$ cat src/gmc_pkg.sv
// Package for the six-pin mode, output and input data logic.
// Assumes a byte-wide register port with an extended page select supplied by the caller.
package gmc_pkg;
	localparam int NUM_PINS = 6;
	localparam int MODE_W = 3;
	// Register offsets (8-bit address space)
	localparam logic [7:0] OFF_OUT_LEVELS = 8'h1A;
	localparam logic [7:0] OFF_IN_LEVELS = 8'h1B;
	localparam logic [7:0] OFF_CFG_LOW = 8'h1C;
	localparam logic [7:0] OFF_CFG_MID = 8'h1D;
	localparam logic [7:0] OFF_CFG_HIGH = 8'h1E;
	localparam logic [7:0] OFF_PULLDOWN = 8'h4E;
	// Field positions
	localparam int PIN1_LSB = 0;
	localparam int PIN2_LSB = 3;
	localparam int PIN3_LO_LSB = 6;
	localparam int PIN3_HI_BIT = 0;
	localparam int PIN4_LSB = 1;
	localparam int PIN5_LSB = 4;
	localparam int PIN6_LO_BIT = 7;
	localparam int PIN6_HI_LSB = 0;
	localparam int PULLDOWN_LSB = 4;
	localparam int CFG_HIGH_USED = 2;
	// Reset values
	localparam logic [7:0] RST_OUT_LEVELS = 8'h00;
	localparam logic [7:0] RST_CFG_LOW = 8'h00;
	localparam logic [7:0] RST_CFG_MID = 8'h00;
	localparam logic [7:0] RST_CFG_HIGH = 8'h00;
	localparam logic [7:0] RST_PULLDOWN = 8'h00;
	localparam logic [7:0] UNMAPPED_READ = 8'h00;

	typedef enum logic [2:0] {
		MODE_SENSE = 3'h0,
		MODE_PUSH_PULL_IO = 3'h1,
		MODE_OPEN_DRAIN_IO = 3'h2,
		MODE_FAULT_PP = 3'h3,
		MODE_FAULT_OD = 3'h4,
		MODE_LOGIC_IN = 3'h5,
		MODE_CODE6 = 3'h6,
		MODE_CODE7 = 3'h7
	} gmc_mode_t;

	// Register port request
	typedef struct packed {
		logic wr;
		logic rd;
		logic ext_page;
		logic [7:0] addr;
		logic [7:0] wdata;
	} gmc_req_t;

	// Functions offered by the surrounding device to a pin
	typedef struct packed {
		logic any_fault_n;
		logic first_fault_n;
		logic second_fault_n;
		logic watchdog_expiry_n;
		logic fault_on_powerup_n;
	} gmc_func_t;
endpackage

$ cat src/gmc_gpio_top.sv
// Mode decode, pin drive and data registers for six multi-function pins.
// Assumes a synchronous byte register port; tracking, fault, watchdog and margin
// engines live outside and exchange plain levels with this block.
// Functional notes
// (RQ1) Three-bit mode fields packed per pin
// (RQ2) Pin three mode split over two bytes
// (RQ3) Pin six mode split; upper bits reserved
// (RQ4) Reserved codes select no pin function
// (RQ5) Software never writes reserved mode codes
// (RQ6) Codes 001/010/101 give logic pin roles
// (RQ7) Code 000 sense return or margin disable
// (RQ8) Sense compared against ramp drives gate
// (RQ9) Sense follows ramp until power good
// (RQ10) Pulldown control bits switch sense pulldowns
// (RQ11) Logic outputs driven from output register
// (RQ12) Output bits zero to five map pins
// (RQ13) Input register read-only, writes ignored
// (RQ14) Input bits zero to five report pins
// (RQ15) Data registers not loaded from memory
// (RQ16) Pins one-four any-fault active low outputs
// (RQ17) Pins five-six dedicated fault outputs
// (RQ18) Code 111/110 special functions per pin
// (RQ19) Push-pull drives both, open-drain low only
// (RQ20) Output bit ignored outside logic modes
`timescale 1ns/1ps
module gmc_gpio_top #(
	parameter int NUM_PINS = gmc_pkg::NUM_PINS
) (
	input wire logic CLK_SYS_I,
	input wire logic RESET_N_I,
	input wire gmc_pkg::gmc_req_t REQ_I,
	output logic [7:0] RDATA_O,
	input wire logic [NUM_PINS-1:0] PIN_I,
	output logic [NUM_PINS-1:0] PIN_O,
	output logic [NUM_PINS-1:0] PIN_OE_O,
	input wire gmc_pkg::gmc_func_t FUNC_I,
	input wire logic [3:0] TRACK_RAMP_ABOVE_I,
	input wire logic [3:0] TRACK_POWER_GOOD_I,
	output logic [3:0] GATE_DRIVE_EN_O,
	output logic [3:0] SENSE_PULLDOWN_EN_O,
	output logic [3:0] TRACKING_SENSE_RETURN_SEL_O,
	output logic MARGIN_DISABLE_N_O,
	output logic MARGIN_RAISE_INPUT_N_O,
	output logic MARGIN_LOWER_INPUT_N_O,
	output logic MANUAL_RESET_INPUT_N_O,
	output logic WATCHDOG_KICK_INPUT_O,
	output logic [NUM_PINS-1:0] RESERVED_MODE_O
);
	logic [7:0] out_levels_q;
	logic [7:0] cfg_low_q;
	logic [7:0] cfg_mid_q;
	logic [7:0] cfg_high_q;
	logic [7:0] pulldown_q;
	logic [NUM_PINS-1:0] pin_meta_q;
	logic [NUM_PINS-1:0] pin_sync_q;
	logic [7:0] rdata_q;
	logic [NUM_PINS-1:0] pin_o_q;
	logic [NUM_PINS-1:0] pin_oe_q;
	logic [NUM_PINS-1:0] reserved_q;
	logic [3:0] gate_q;
	logic [3:0] pulldown_en_q;
	logic [3:0] sense_sel_q;
	logic margin_dis_q;
	logic margin_up_q;
	logic margin_dn_q;
	logic mreset_q;
	logic wdi_q;

	// Address decode; register space differs by page
	wire wr_out = REQ_I.wr && REQ_I.ext_page && REQ_I.addr == gmc_pkg::OFF_OUT_LEVELS;
	wire wr_low = REQ_I.wr && !REQ_I.ext_page && REQ_I.addr == gmc_pkg::OFF_CFG_LOW;
	wire wr_mid = REQ_I.wr && !REQ_I.ext_page && REQ_I.addr == gmc_pkg::OFF_CFG_MID;
	wire wr_high = REQ_I.wr && !REQ_I.ext_page && REQ_I.addr == gmc_pkg::OFF_CFG_HIGH;
	wire wr_pd = REQ_I.wr && !REQ_I.ext_page && REQ_I.addr == gmc_pkg::OFF_PULLDOWN;

	// Mode field assembly
	gmc_pkg::gmc_mode_t mode [NUM_PINS];
	assign mode[0] = gmc_pkg::gmc_mode_t'(cfg_low_q[gmc_pkg::PIN1_LSB +: 3]); // [RQ1]
	assign mode[1] = gmc_pkg::gmc_mode_t'(cfg_low_q[gmc_pkg::PIN2_LSB +: 3]); // [RQ1]
	assign mode[2] = gmc_pkg::gmc_mode_t'({cfg_mid_q[gmc_pkg::PIN3_HI_BIT],
		cfg_low_q[gmc_pkg::PIN3_LO_LSB +: 2]}); // [RQ2]
	assign mode[3] = gmc_pkg::gmc_mode_t'(cfg_mid_q[gmc_pkg::PIN4_LSB +: 3]); // [RQ1]
	assign mode[4] = gmc_pkg::gmc_mode_t'(cfg_mid_q[gmc_pkg::PIN5_LSB +: 3]); // [RQ1]
	assign mode[5] = gmc_pkg::gmc_mode_t'({cfg_high_q[gmc_pkg::PIN6_HI_LSB +: 2],
		cfg_mid_q[gmc_pkg::PIN6_LO_BIT]}); // [RQ3]

	// Input data read view
	wire [7:0] in_levels = {2'h0, pin_sync_q}; // [RQ14]

	wire [7:0] rd_mux =
		(REQ_I.ext_page && REQ_I.addr == gmc_pkg::OFF_OUT_LEVELS) ? {2'h0, out_levels_q[5:0]} :
		(REQ_I.ext_page && REQ_I.addr == gmc_pkg::OFF_IN_LEVELS) ? in_levels :
		(!REQ_I.ext_page && REQ_I.addr == gmc_pkg::OFF_CFG_LOW) ? cfg_low_q :
		(!REQ_I.ext_page && REQ_I.addr == gmc_pkg::OFF_CFG_MID) ? cfg_mid_q :
		(!REQ_I.ext_page && REQ_I.addr == gmc_pkg::OFF_CFG_HIGH) ? cfg_high_q :
		(!REQ_I.ext_page && REQ_I.addr == gmc_pkg::OFF_PULLDOWN) ? pulldown_q :
		gmc_pkg::UNMAPPED_READ;

	// Per-pin drive decode
	logic [NUM_PINS-1:0] drv_val;
	logic [NUM_PINS-1:0] drv_oe;
	logic [NUM_PINS-1:0] rsvd;
	for (genvar p = 0; p < NUM_PINS; p++) begin : g_pin
		wire is_pp_io = mode[p] == gmc_pkg::MODE_PUSH_PULL_IO; // [RQ6]
		wire is_od_io = mode[p] == gmc_pkg::MODE_OPEN_DRAIN_IO; // [RQ6]
		wire is_fpp = mode[p] == gmc_pkg::MODE_FAULT_PP;
		wire is_fod = mode[p] == gmc_pkg::MODE_FAULT_OD;
		wire is_od_spec = (p == 5) && (mode[p] == gmc_pkg::MODE_CODE6 ||
			mode[p] == gmc_pkg::MODE_CODE7); // [RQ18]
		// Fault source per pin: any-fault on 1-4, dedicated on 5 and 6
		wire fault_n = (p < 4) ? FUNC_I.any_fault_n :
			(p == 4) ? FUNC_I.first_fault_n : FUNC_I.second_fault_n; // [RQ16] [RQ17]
		wire spec_n = (mode[p] == gmc_pkg::MODE_CODE6) ? FUNC_I.watchdog_expiry_n :
			FUNC_I.fault_on_powerup_n; // [RQ18]
		// Data bit only matters in logic I/O modes
		wire level = (is_pp_io || is_od_io) ? out_levels_q[p] :
			(is_fpp || is_fod) ? fault_n : spec_n; // [RQ11] [RQ12] [RQ20]
		assign drv_val[p] = level;
		// Open-drain releases the pin for a high level
		assign drv_oe[p] = is_pp_io || is_fpp ||
			((is_od_io || is_fod || is_od_spec) && !level); // [RQ19]
		assign rsvd[p] = (mode[p] == gmc_pkg::MODE_CODE6 && p <= 3) ||
			(mode[p] == gmc_pkg::MODE_CODE7 && p == 0) ||
			(p == 4 && (mode[p] == gmc_pkg::MODE_SENSE ||
			mode[p] == gmc_pkg::MODE_CODE6)); // [RQ4] [RQ5]
	end

	// Tracking channel decode on pins 1-4
	logic [3:0] sense_sel;
	for (genvar t = 0; t < 4; t++) begin : g_trk
		assign sense_sel[t] = mode[t] == gmc_pkg::MODE_SENSE; // [RQ7]
	end
	// Gate enabled while ramp leads sense, held on after power good
	wire [3:0] gate_d = sense_sel & (TRACK_RAMP_ABOVE_I | TRACK_POWER_GOOD_I); // [RQ8] [RQ9]

	wire margin_dis_d = !(mode[5] == gmc_pkg::MODE_SENSE && !pin_sync_q[5]); // [RQ7]
	wire margin_up_d = !(mode[1] == gmc_pkg::MODE_CODE7 && !pin_sync_q[1]); // [RQ18]
	wire margin_dn_d = !(mode[2] == gmc_pkg::MODE_CODE7 && !pin_sync_q[2]); // [RQ18]
	wire mreset_d = !(mode[3] == gmc_pkg::MODE_CODE7 && !pin_sync_q[3]); // [RQ18]
	wire wdi_d = mode[4] == gmc_pkg::MODE_CODE7 && pin_sync_q[4]; // [RQ18]
	wire [3:0] pd_d = pulldown_q[gmc_pkg::PULLDOWN_LSB +: 4]; // [RQ10]

	// Pins are asynchronous to the core clock
	always_ff @(posedge CLK_SYS_I) begin
		pin_meta_q <= PIN_I;
		pin_sync_q <= pin_meta_q;
	end

	// Data register has a plain reset value, no memory load
	always_ff @(posedge CLK_SYS_I) begin
		if (!RESET_N_I) begin
			out_levels_q <= gmc_pkg::RST_OUT_LEVELS; // [RQ15]
			cfg_low_q <= gmc_pkg::RST_CFG_LOW;
			cfg_mid_q <= gmc_pkg::RST_CFG_MID;
			cfg_high_q <= gmc_pkg::RST_CFG_HIGH;
			pulldown_q <= gmc_pkg::RST_PULLDOWN;
		end else begin
			if (wr_out) begin
				out_levels_q <= {2'h0, REQ_I.wdata[5:0]}; // [RQ12]
			end
			if (wr_low) begin
				cfg_low_q <= REQ_I.wdata;
			end
			if (wr_mid) begin
				cfg_mid_q <= REQ_I.wdata;
			end
			if (wr_high) begin
				cfg_high_q <= {6'h00, REQ_I.wdata[gmc_pkg::CFG_HIGH_USED-1:0]}; // [RQ3]
			end
			if (wr_pd) begin
				pulldown_q <= REQ_I.wdata;
			end
		end
	end

	// Input register has no write path at all
	always_ff @(posedge CLK_SYS_I) begin
		if (!RESET_N_I) begin
			rdata_q <= 8'h00;
		end else if (REQ_I.rd) begin
			rdata_q <= rd_mux; // [RQ13]
		end
	end

	// Registered pin side; costs one cycle of latency on every output
	always_ff @(posedge CLK_SYS_I) begin
		if (!RESET_N_I) begin
			pin_o_q <= '0;
			pin_oe_q <= '0;
			reserved_q <= '0;
			gate_q <= 4'h0;
			pulldown_en_q <= 4'h0;
			sense_sel_q <= 4'h0;
			margin_dis_q <= 1'b1;
			margin_up_q <= 1'b1;
			margin_dn_q <= 1'b1;
			mreset_q <= 1'b1;
			wdi_q <= 1'b0;
		end else begin
			pin_o_q <= drv_val;
			pin_oe_q <= drv_oe;
			reserved_q <= rsvd;
			gate_q <= gate_d;
			pulldown_en_q <= pd_d;
			sense_sel_q <= sense_sel;
			margin_dis_q <= margin_dis_d;
			margin_up_q <= margin_up_d;
			margin_dn_q <= margin_dn_d;
			mreset_q <= mreset_d;
			wdi_q <= wdi_d;
		end
	end

	assign RDATA_O = rdata_q;
	assign PIN_O = pin_o_q;
	assign PIN_OE_O = pin_oe_q;
	assign RESERVED_MODE_O = reserved_q;
	assign GATE_DRIVE_EN_O = gate_q;
	assign SENSE_PULLDOWN_EN_O = pulldown_en_q;
	assign TRACKING_SENSE_RETURN_SEL_O = sense_sel_q;
	assign MARGIN_DISABLE_N_O = margin_dis_q;
	assign MARGIN_RAISE_INPUT_N_O = margin_up_q;
	assign MARGIN_LOWER_INPUT_N_O = margin_dn_q;
	assign MANUAL_RESET_INPUT_N_O = mreset_q;
	assign WATCHDOG_KICK_INPUT_O = wdi_q;
endmodule

$ cat config.mk
export PLATFORM = sky130hd
export DESIGN_NAME = gmc_gpio_top
export DESIGN_NICKNAME = d
export VERILOG_FILES = /design/src/gmc_pkg.sv /design/src/gmc_gpio_top.sv
export SDC_FILE = /design/constraint.sdc
export NUM_CORES = 1
export LEC_CHECK = 0
export ABC_CLOCK_PERIOD_IN_PS = 1700
export BUFFER_PORTS_ARGS = -buffer_cell sky130_fd_sc_hd__buf_4
export CAP_MARGIN = 20
export CORE_ASPECT_RATIO = 0.6
export CORE_MARGIN = 10
export CORE_UTILIZATION = 54
export CTS_CLUSTER_SIZE = 28
export DETAILED_ROUTE_END_ITERATION = 6
export PLACE_DENSITY = 0.88
export SLEW_MARGIN = 20
export SYNTH_ARGS = -nofsm -noshare
export SYNTH_HDL_FRONTEND = slang
export SYNTH_SLANG_ARGS = --single-unit
$ cat constraint.sdc
create_clock -name CLK_SYS_I -period 1.7 [get_ports CLK_SYS_I]
set_clock_uncertainty 0.1 [all_clocks]
set_input_delay 0.34 -clock CLK_SYS_I [delete_from_list [all_inputs] [get_ports CLK_SYS_I]]
set_output_delay 0.34 -clock CLK_SYS_I [all_outputs]
set_load 0.02 [all_outputs]
# Word level (Yosys, flattened, before mapping)
# Index checks and enable logic that the tools add are counted.
# W data, S select, Z words.
# classes
div_mod_pow	0
eq_ne	42
muxes	24
bitwise	2
reduce_logical	79
n_shift	0
order_cmp	0
addsub	0
n_mul	0
# ops
operator	n
$eq A3 B3 Y1 const B	18
$mux W8	6
$eq A8 B5 Y1 const B	5
$eq A3 B2 Y1 const B	12
$logic_or A1 B1 Y1	34
$logic_and A1 B1 Y1	24
$eq A3 B1 Y1 const B	6
$logic_not A3 Y1	6
$mux W1	18
$logic_not A1 Y1	15
$eq A8 B7 Y1 const B	1
$and A4 B4 Y4	1
$or A4 B4 Y4	1
# totals
latchBits	0
ram_bits	0
wordCells	167
register_bits	87
memories	0
romBits	0
output_inout_bits	43

# Depth between registers and ports, before layout
# Gate-level depths: netlist (run 1).
# logic_depth
word_depth	8
depth_mapped	7
mapped_depth_nobuf	5

# Least setup slack after synthesis (run 1)
# OpenSTA, ideal clock, no wires.
# synth_path
kind	input to register
start	input port REQ_I[9] in the netlist's numbering
end	register rdata_q[2], in the netlist RDATA_O[2]
t_arrival_ns	1.398
cell_stages	6
slack_ns	0.084
setup_ns	0.118
path_buffers	1
required_ns	1.482
cell_sequence	nor2b_1 and4b_1 buf_4 a22o_1 a211o_1 o2111a_1
# synth_via
elab_chain_cells	8
elab_cells_between_ends	18
cone_classes	6 x eq/ne; 6 x mux; 6 x reduce/logical
# synth_rtl
item	line_no	text
start, declared	gmc_gpio_top.sv:31	input wire gmc_pkg::gmc_req_t REQ_I,
$eq A8 B7 Y1	gmc_gpio_top.sv:96	(!REQ_I.ext_page && REQ_I.addr == gmc_pkg::OFF_PULLDOWN) ? pulldown_q :
$logic_and A1 B1 Y1	gmc_gpio_top.sv:96	
$mux W8	gmc_gpio_top.sv:96	
$mux W8	gmc_gpio_top.sv:95	(!REQ_I.ext_page && REQ_I.addr == gmc_pkg::OFF_CFG_HIGH) ? cfg_high_q :
$mux W8	gmc_gpio_top.sv:94	(!REQ_I.ext_page && REQ_I.addr == gmc_pkg::OFF_CFG_MID) ? cfg_mid_q :
$mux W8	gmc_gpio_top.sv:93	(!REQ_I.ext_page && REQ_I.addr == gmc_pkg::OFF_CFG_LOW) ? cfg_low_q :
$mux W8	gmc_gpio_top.sv:92	(REQ_I.ext_page && REQ_I.addr == gmc_pkg::OFF_IN_LEVELS) ? in_levels :
$mux W8 *	gmc_gpio_top.sv:91	(REQ_I.ext_page && REQ_I.addr == gmc_pkg::OFF_OUT_LEVELS) ? {2'h0, out_levels_q[5:0]} :
end signal, assigned	gmc_gpio_top.sv:181	rdata_q <= rd_mux;
end, declared	gmc_gpio_top.sv:56	logic [7:0] rdata_q;
# Every way passes the cells marked *; elsewhere a longest branch is shown, timed or not.
# A chain may end at the register's enable or synchronous reset.

# Worst setup path in the final report (run 1)
# layout_path
start	register cfg_high_q[1]
end	register rdata_q[1], in the netlist RDATA_O[1]
# layout_via
elab_chain_cells	5
# layout_rtl
item	line_no	text
start, declared	gmc_gpio_top.sv:52	logic [7:0] cfg_high_q;
start signal, assigned	gmc_gpio_top.sv:155	cfg_high_q <= gmc_pkg::RST_CFG_HIGH;
start signal, assigned	gmc_gpio_top.sv:168	cfg_high_q <= {6'h00, REQ_I.wdata[gmc_pkg::CFG_HIGH_USED-1:0]};
$mux W8	gmc_gpio_top.sv:95	
$mux W8	gmc_gpio_top.sv:94	
$mux W8	gmc_gpio_top.sv:93	
$mux W8	gmc_gpio_top.sv:92	
$mux W8	gmc_gpio_top.sv:91	
# No other way between the ends.

==> reports/qor.txt, run 1 <==
Status: finished clean
Clk Latency, worst-skew pair: 0.34 ns
Critical path type: reg -> reg
Syn Inst Count: 406
Drt pass-1 iters: 5
Initial antenna violation count: 0
Overall power: 0.00430 W
# port buffers: 81
DR WL/cell: 18.4 µm
IO Count: 83
Initial DRC count: 401
Post-synth EDFFs: 0
Root Driver: clkbuf_16
GPL Wtd Cong: 0.945
Worst path slowest cell: or4b_1
Core Footprint: 6680 µm²
Post-place setup slack: -0.142 ns
H-Tree Depth: 3
Commonest cells in the netlist: dfxtp_1 (86), nand2_1 (42), mux2i_1 (32)
Cell with the most instances after synthesis: dfxtp_1
Fin crit period: 1.65 ns
Reg-to-reg slack, setup: 0.05 ns
Vias in the first global route: 3146
Final hold vios: 0
R2R Path End: RDATA_O[1]
Area of the multi-input gates: 1810 µm²
Instance count on the critical path: 5
Initial core utilization: 0.558
HPWL after DPL: 8170 µm
Residual DRC count: 0
Largest net degree at the start of global routing: 25
Grt ovf: 0
Row cnt: 23
Reg clk slew, reported paths: 0.06 ns
Final nets: 544
DP Area: 4560 µm²
Proportion of layout cells with a drive suffix above 1: 0.263
Ys flop type: dfxtp_1
Post-Synthesis Cell Area: 3720 µm²
Final setup viols: 0
Worst Setup SP: cfg_high_q[1]
Fillers: 491
Area Growth Syn to Fin: 31.6%
Final instance area: 4900 µm²
Die X: 127 µm
Post-DRT Antenna Nets: 0
Peak supply drop: 0.786 mV
Crit path launch type: flip-flop
Area contributors post-synth: dfxtp_1 (46%), mux2i_1 (8.6%), nor2b_1 (5.0%)
Chip Height: 84.3 µm
Max incr delay on CP: 0.49 ns
Resize count post-CTS: 0
Area leader, netlist: dfxtp_1
Origin of the critical flop-to-flop path: cfg_high_q[1]
CP Max Fanout: 7
Postcts setup bufs: 0
Via count: 3386
Sum of negative setup slack: 0 ns
Warnings from Yosys: 0
Clock sinks: 86
CTS tree: yes
CP delay by family, top: simple AND/OR/NAND/NOR gates
Slew Viols, Final: 0
Die ar.: 10700 µm²
DR vias/cell: 5.71
Final WL: 10900 µm
Inserted Clock Buffers: 9
GRT Overall Usage: 0.200
Seq. cell area: 1720 µm²
Path depth of the worst reg2reg path: 5
RSZ-0062 raised after global routing: false
Pwr dens: 877 nW/µm²
Syn_area_per_cell: 9.17 µm²
Crit path buffers/inverters: 0
First-pass GRT wire length: 17100 µm
Post-synthesis cell type count: 51
Final worst path period share: 0.972
Synth Net Count: 446
Worst-path cell chain: mux2i_1 > or4b_1 > nand3_1 > a32oi_1 > o22ai_1
Setup crit end kind: flip-flop
Seq/Total Area, Yosys: 0.463
Max clock buf depth: 2
Synth Register Bits: 86
Critical Path RT: 1.87 ns
Post-synth ARST share: 0
CP endpoint: RDATA_O[1]
Crit path DAT: 1.82 ns
Hold slack: 0.100 ns
Final WS setup: 0.0469 ns
Fmax: 0.605 GHz
Leakage power: 2.10 nW
Max Cap Viol: 0
Worst hold path class: in -> reg
Hold path depth: 2
Top cell type's share of synthesized area: 0.463
Ant diodes: 0
==> layout by cell type (no fill, tap or decap), drive strengths merged, types with 3 or more instances in the layout <==
cell type,n
mux2i,32
o2bb2ai,4
nor4,4
nand3b,5
buf,116
nor3,6
o21ai,16
o211ai,3
a22o,3
a21boi,10
nand2b,6
clkbuf,11
dfxtp,86
o21a,8
xor2,5
a31oi,5
inv,9
a21oi,14
o22ai,4
and2,10
nand2,42
nor2b,30
nor2,13
nor4b,4
dlygate4sd3,6
a22oi,5
and3,5
nand3,14
==> state kept, by name, indices dropped and copies added, names as in the netlist <==
name,count
RDATA_O,8
pin_meta_q,6
cfg_high_q,2
PIN_OE_O,6
GATE_DRIVE_EN_O,4
WATCHDOG_KICK_INPUT_O,1
MANUAL_RESET_INPUT_N_O,1
TRACKING_SENSE_RETURN_SEL_O,4
RESERVED_MODE_O,5
pin_sync_q,6
PIN_O,6
MARGIN_LOWER_INPUT_N_O,1
MARGIN_RAISE_INPUT_N_O,1
pulldown_q,8
cfg_low_q,8
SENSE_PULLDOWN_EN_O,4
out_levels_q,6
MARGIN_DISABLE_N_O,1
cfg_mid_q,8
==> per-layer routing <==
metal	share of wire	GRT usage	wire length, µm	vias up
li1	-	-	-	1621
met4	0.0098	0.0453	107	0
met2	0.42	0.276	4530	177
met5	0	0	0	-
met1	0.46	0.275	4980	1576
met3	0.12	0.0910	1290	12
==> what timing repair did <==
action	4_1_cts	5_1_grt
setup endpoints to repair	0	0
hold buffers	6	0
hold endpoints to repair	6	0
==> cell families after synthesis <==
group | after synthesis | share of synthesized area
DFF | 86 | 0.463
other | 1 | 0.00101
and+or+nand+nor | 151 | 0.226
buffers and inverters | 44 | 0.0504
xor gates and xnor gates | 5 | 0.0118
AOI/OAI and AO/OA | 86 | 0.159
muxes | 33 | 0.0891
==> worst min-delay path by stage <==
| stage | from | to | slack (ns) |
|---|---|---|---|
| 3_3_place_gp | pin_meta_q[2] | pin_sync_q[2] | 0.21 |
| 6_report | TRACK_RAMP_ABOVE_I[2] | GATE_DRIVE_EN_O[2] | 0.10 |
| 5_1_grt | TRACK_RAMP_ABOVE_I[2] | GATE_DRIVE_EN_O[2] | 0.09 |
| 4_1_cts | TRACK_RAMP_ABOVE_I[2] | GATE_DRIVE_EN_O[2] | 0.09 |
| 3_5_place_dp | pin_meta_q[2] | pin_sync_q[2] | 0.21 |
| 2_1_floorplan | pin_meta_q[0] | pin_sync_q[0] | 0.21 |
==> stage by stage <==
step,instances,utilization
after global placement,574,0.683
after floorplan,406,-
after CTS,593,0.734
after global routing,593,0.734
after detailed placement,574,0.683
final,593,0.734
==> area by class of cell <==
class	count	area share
clock buffer	11	0.0496
clock inverter	2	0.00715
inverter	9	0.00690
multi-input combinational	276	0.370
sequential	86	0.351
tap	87	0.0222
timing repair buffer	122	0.193
==> power breakdown <==
group / leakage [nW] / total [W] / internal [W] / switching, W
Sequential: 0.703 / 0.00207 / 0.00206 / 0.0000151
Combinational: 1.26 / 0.000357 / 0.000173 / 0.000183
Clock: 0.137 / 0.00187 / 0.00115 / 0.000718
Total: 2.10 / 0.00430 / 0.00338 / 0.000916
Note: power is estimated with default switching activity, not from simulation.
==> run 2, diff against run 1 <==
--- a/config.mk
+++ b/config.mk
@@ -8,12 +8,14 @@
 export ABC_CLOCK_PERIOD_IN_PS = 1700
 export BUFFER_PORTS_ARGS = -buffer_cell sky130_fd_sc_hd__buf_4
 export CAP_MARGIN = 20
+export CELL_PAD_IN_SITES_DETAIL_PLACEMENT = 1
+export CELL_PAD_IN_SITES_GLOBAL_PLACEMENT = 2
 export CORE_ASPECT_RATIO = 0.6
 export CORE_MARGIN = 10
-export CORE_UTILIZATION = 54
+export CORE_UTILIZATION = 32
 export CTS_CLUSTER_SIZE = 28
 export DETAILED_ROUTE_END_ITERATION = 6
-export PLACE_DENSITY = 0.88
+export PLACE_DENSITY = 0.86
 export SLEW_MARGIN = 20
 export SYNTH_ARGS = -nofsm -noshare
 export SYNTH_HDL_FRONTEND = slang
==> run 2 against run 1 <==
Net effect: sequential share of layout area fell by 0.61 points; worst hold slack got worse by 0.0026 ns; global-route usage fell by 4.7 points; flip-flop and latch count did not move; wire length rose by 17%; highest routed layer unchanged.
==> reports/qor.txt, run 2 (synthesis gave the netlist of run 1 again) <==
Status: finished clean
RSZ-0062 raised after global routing: false
GRT Overall Usage: 0.153
Clock sinks: 86
Via count: 3358
IO Count: 83
Pwr dens: 862 nW/µm²
Post-DRT Antenna Nets: 0
Core Util, Final: 0.440
DP Area: 4640 µm²
Post-place setup slack: -0.453 ns
Final WL: 12800 µm
Critical path type: in -> reg
Ant diodes: 0
Setup crit end kind: flip-flop
# port buffers: 81
First-pass GRT wire length: 20200 µm
Postcts setup bufs: 0
Clk Latency, worst-skew pair: 0.34 ns
Fmax: 0.618 GHz
Fin crit period: 1.62 ns
GPL Wtd Cong: 0.873
Slew Viols, Final: 0
Max Cap Viol: 0
Die X: 159 µm
DR vias/cell: 5.02
Die ar.: 16500 µm²
Commonest non-fill, non-tap cell in the layout: buf_4
Reg clk slew, reported paths: 0.06 ns
Initial DRC count: 223
Final instance area: 4980 µm²
Final nets: 544
HPWL after DPL: 9790 µm
Final hold vios: 0
Vias in the first global route: 3529
Row cnt: 30
Initial antenna violation count: 0
Leakage power: 2.10 nW
Worst slew margin: 0.636
Chip Height: 104 µm
Critical Path RT: 1.85 ns
Cells after DPL: 647
Most frequent cells in the layout: buf_4 (116), dfxtp_1 (86), nand2_1 (42)
Inserted Clock Buffers: 9
Proportion of layout cells with a drive suffix above 1: 0.267
Drt pass-1 iters: 4
Final worst path period share: 0.951
Crit path launch type: input pin
Least-Margin Pin Slew: 0.538 ns
Final WS setup: 0.0832 ns
Worst hold path class: in -> reg
Area Growth Syn to Fin: 33.9%
Final setup viols: 0
Max clock buf depth: 2
Layout Cells excl Fill: 669
Peak supply drop: 0.428 mV
Root Driver: clkbuf_16
DR WL/cell: 19.1 µm
Residual DRC count: 0
Crit path DAT: 1.77 ns
Initial core utilization: 0.328
Grt ovf: 0
Core Footprint: 11300 µm²
CTS tree: yes
H-Tree Depth: 3
Overall power: 0.00430 W
CP Max Fanout: 3
Largest net degree at the start of global routing: 36
==> run 2: cell type report <==
type                    instances  area [µm²]
flip-flops and latches         86        1720
well taps                     160         200
multi-input cells             276        1820
inverters                       9        33.8
repair buffers                122         931
clock buffers                  13         260
clock inverters                 3        18.8
fillers                      1311        6350
==> run 2: metrics by stage <==
stage | TNS [ns] | hold WS, ns
2_1_floorplan | 0 | 0.210
3_3_place_gp | -1.55 | 0.212
3_5_place_dp | -4.61 | 0.213
4_1_cts | 0 | 0.0838
5_1_grt | 0 | 0.0860
6_report | 0 | 0.0979
==> run 2: layer usage <==
layer	track usage	up-vias	routed length [µm]	share of wire
met2	0.227	92	5590	0.44
met4	0.0362	0	44	0.0034
li1	-	1621	-	-
met3	0.0474	4	896	0.070
met5	0	-	0	0
met1	0.210	1641	6270	0.49
==> run 2: path summary, 6_finish.rpt <==
kind                        endpoint  slack [ns]                   from  cells after the start
setup / recovery          RDATA_O[0]        0.08              REQ_I[14]                      8
hold / removal    GATE_DRIVE_EN_O[1]         0.1  TRACK_RAMP_ABOVE_I[1]                      2
setup reg to reg            PIN_O[3]        0.22           cfg_mid_q[3]                      5
hold reg to reg        pin_sync_q[2]        0.23          pin_meta_q[2]                      0
==> run 2: critical path: stages <==
cell and delay, ns:
buf_4 0.12, nand3b_1 0.21, buf_4 0.18, nor4_2 0.27, buf_4 0.20, a32oi_1 0.10, o21a_1 0.17, o21ai_1 0.18
==> run 2: power by group <==
group	total, W	internal (W)	switching, W	leakage (nW)
clock network	0.00186	0.00107	0.000795	0.140
registers	0.00207	0.00205	0.0000153	0.703
logic	0.000362	0.000170	0.000191	1.25
total	0.00430	0.00329	0.00100	2.10
==> run 2: timing repair <==
| item | in CTS | in global routing |
|---|---|---|
| setup endpoints to repair | 1 | 1 |
| hold endpoints to repair | 6 | 0 |
| gates resized for setup | 1 | 1 |
| hold buffers | 6 | 0 |
| cloned | 0 | 0 |
==> run 3, diff against run 2 <==
--- a/config.mk
+++ b/config.mk
@@ -6,16 +6,16 @@
 export NUM_CORES = 1
 export LEC_CHECK = 0
 export ABC_CLOCK_PERIOD_IN_PS = 1700
-export BUFFER_PORTS_ARGS = -buffer_cell sky130_fd_sc_hd__buf_4
 export CAP_MARGIN = 20
 export CELL_PAD_IN_SITES_DETAIL_PLACEMENT = 1
 export CELL_PAD_IN_SITES_GLOBAL_PLACEMENT = 2
 export CORE_ASPECT_RATIO = 0.6
 export CORE_MARGIN = 10
-export CORE_UTILIZATION = 32
+export CORE_UTILIZATION = 37
 export CTS_CLUSTER_SIZE = 28
 export DETAILED_ROUTE_END_ITERATION = 6
-export PLACE_DENSITY = 0.86
+export DONT_BUFFER_PORTS = 1
+export PLACE_DENSITY = 0.85
 export SLEW_MARGIN = 20
 export SYNTH_ARGS = -nofsm -noshare
 export SYNTH_HDL_FRONTEND = slang
==> run 3 against run 2 <==
Net effect: cell area decreased by 13%; via count decreased by 9.4%; core utilization grew 0.19 points; register-to-register slack worse by 0.02 ns; clock power hardly changed; final cell count shrank 16%.
==> reports/qor.txt, run 3 (synthesis gave the netlist of run 1 again) <==
Status: finished clean
Worst path slowest cell: dfxtp_1
Area Growth Syn to Fin: 16.8%
Worst-path cell chain: nand2b_1 > a22o_1 > a22oi_1 > o2bb2ai_1
Peak supply drop: 0.562 mV
Drt pass-1 iters: 4
CP Max Fanout: 10
Grt ovf: 0
Setup crit end kind: flip-flop
Initial core utilization: 0.378
Clock power share: 0.457
GPL Wtd Cong: 0.908
CP delay by family, top: compound AO/OA/AOI/OAI gates
Int Pwr: 0.00315 W
Initial DRC count: 218
GRT Overall Usage: 0.166
Fin crit period: 1.50 ns
Critical path type: reg -> reg
Logic pwr share: 0.032
Max incr delay on CP: 0.45 ns
Hold path start: RESET_N_I
H-Tree Depth: 3
Worst slew margin: 0.666
Least-Margin Pin Slew: 0.497 ns
Final hold vios: 0
Max Cap Viol: 0
Row cnt: 28
Post-DRT Antenna Nets: 0
Met3 WL: 1170 µm
Crit path DAT: 1.62 ns
Hold path depth: 1
DR vias/cell: 5.43
Residual DRC count: 0
Top Layer Used: met4
# port buffers: 0
Final WL: 12000 µm
IO Count: 83
Slew Viols, Final: 0
Final nets: 460
Via count: 3041
DR WL/cell: 21.5 µm
Cells after DPL: 531
Layout Cells excl Fill: 560
First-pass GRT wire length: 18500 µm
Path depth of the worst reg2reg path: 4
Initial antenna violation count: 0
Inserted Clock Buffers: 9
Final setup viols: 0
Commonest non-fill, non-tap cell in the layout: dfxtp_1
Vias in the first global route: 3059
Core Footprint: 9840 µm²
Instance count on the critical path: 4
Max clock buf depth: 2
Chip Height: 97.7 µm
R2R Path End: RDATA_O[5]
Final worst path period share: 0.880
Clk Latency, worst-skew pair: 0.34 ns
Switch Pwr: 0.000971 W
Pwr dens: 949 nW/µm²
Origin of the critical flop-to-flop path: cfg_mid_q[5]
Resize count post-CTS: 0
Final instance area: 4350 µm²
CTS tree: yes
Die X: 149 µm
DP Area: 3930 µm²
Reg power frac: 0.511
Largest net degree at the start of global routing: 73
Clock sinks: 86
Overall power: 0.00412 W
Critical Path RT: 1.82 ns
Proportion of layout cells with a drive suffix above 1: 0.108
Crit path buffers/inverters: 0
Reg-to-reg slack, setup: 0.20 ns
Switching share of power: 0.235
Worst Hold Path EP: PIN_O[4]
Root Driver: clkbuf_16
HPWL after DPL: 8920 µm
Worst hold path class: in -> reg
Met1 Wirelength: 5870 µm
Metal2 WL: 4900 µm
Most frequent cells in the layout: dfxtp_1 (86), nand2_1 (42), mux2i_1 (32)
Ant diodes: 0
Crit path launch type: flip-flop
Die ar.: 14600 µm²
RSZ-0062 raised after global routing: false
Reg clk slew, reported paths: 0.07 ns
Leakage power: 1.68 nW
Fmax: 0.668 GHz
-- run 3: changes by cell type in the layout (fill, tap and decap cells not counted), moves of 2 or more --
cell	previous run	this run
buf_4	116	25
clkbuf_1	2	0
clkbuf_8	2	0
clkinv_2	2	0
clkinv_4	1	3
dlygate4sd3_1	6	13
inv_6	0	2
-- run 3: worst max path at each step --
stage	startpoint	end	slack, ns
6_report	cfg_mid_q[5]	RDATA_O[5]	0.20
5_1_grt	REQ_I[9]	pulldown_q[3]	0.08
4_1_cts	cfg_low_q[3]	PIN_O[1]	0.21
3_5_place_dp	REQ_I[14]	RDATA_O[5]	-0.06
3_3_place_gp	REQ_I[14]	RDATA_O[5]	-0.06
2_1_floorplan	REQ_I[9]	RDATA_O[2]	0.08
-- run 3: final cells by class --
class                      instances  area (µm²)
multi-input combinational        276        1810
inverter                           9        33.8
clock buffer                       9         225
sequential                        86        1720
timing repair buffer              38         318
clock inverter                     7        67.6
tap                              135         169
fill                            1112        5500
-- run 3: power by group through the flow --
stage                     Sequential, W  Combinational, W  Clock (W)
after detailed placement        0.00215          0.000107          0
after global placement          0.00215          0.000103          0
after CTS                       0.00211          0.000132    0.00196
after floorplan                 0.00214          0.000119          0
after global routing            0.00211          0.000145    0.00204
final                           0.00211          0.000132    0.00189
-- run 3: what timing repair did --
action / in CTS / in global routing
setup buffers: 0 / 0
hold buffers: 13 / 0
hold endpoints to repair: 12 / 0
-- run 3: metrics by stage --
stage	hold slack (ns)	util	TNS [ns]	setup slack [ns]
floorplan	0.210	-	0	0.0841
global placement	0.210	0.399	-0.0596	-0.0596
detailed placement	0.213	0.399	-0.223	-0.0561
CTS	0.00257	0.442	0	0.206
global route	0.00121	0.442	0	0.0831
finish	0.0152	0.442	0	0.204
-- run 3: routing by layer --
metal / up-vias / global-route usage
li1: 1452 / -
met2: 91 / 0.225
met5: - / 0
met3: 7 / 0.0693
met1: 1491 / 0.231
met4: 0 / 0.0451
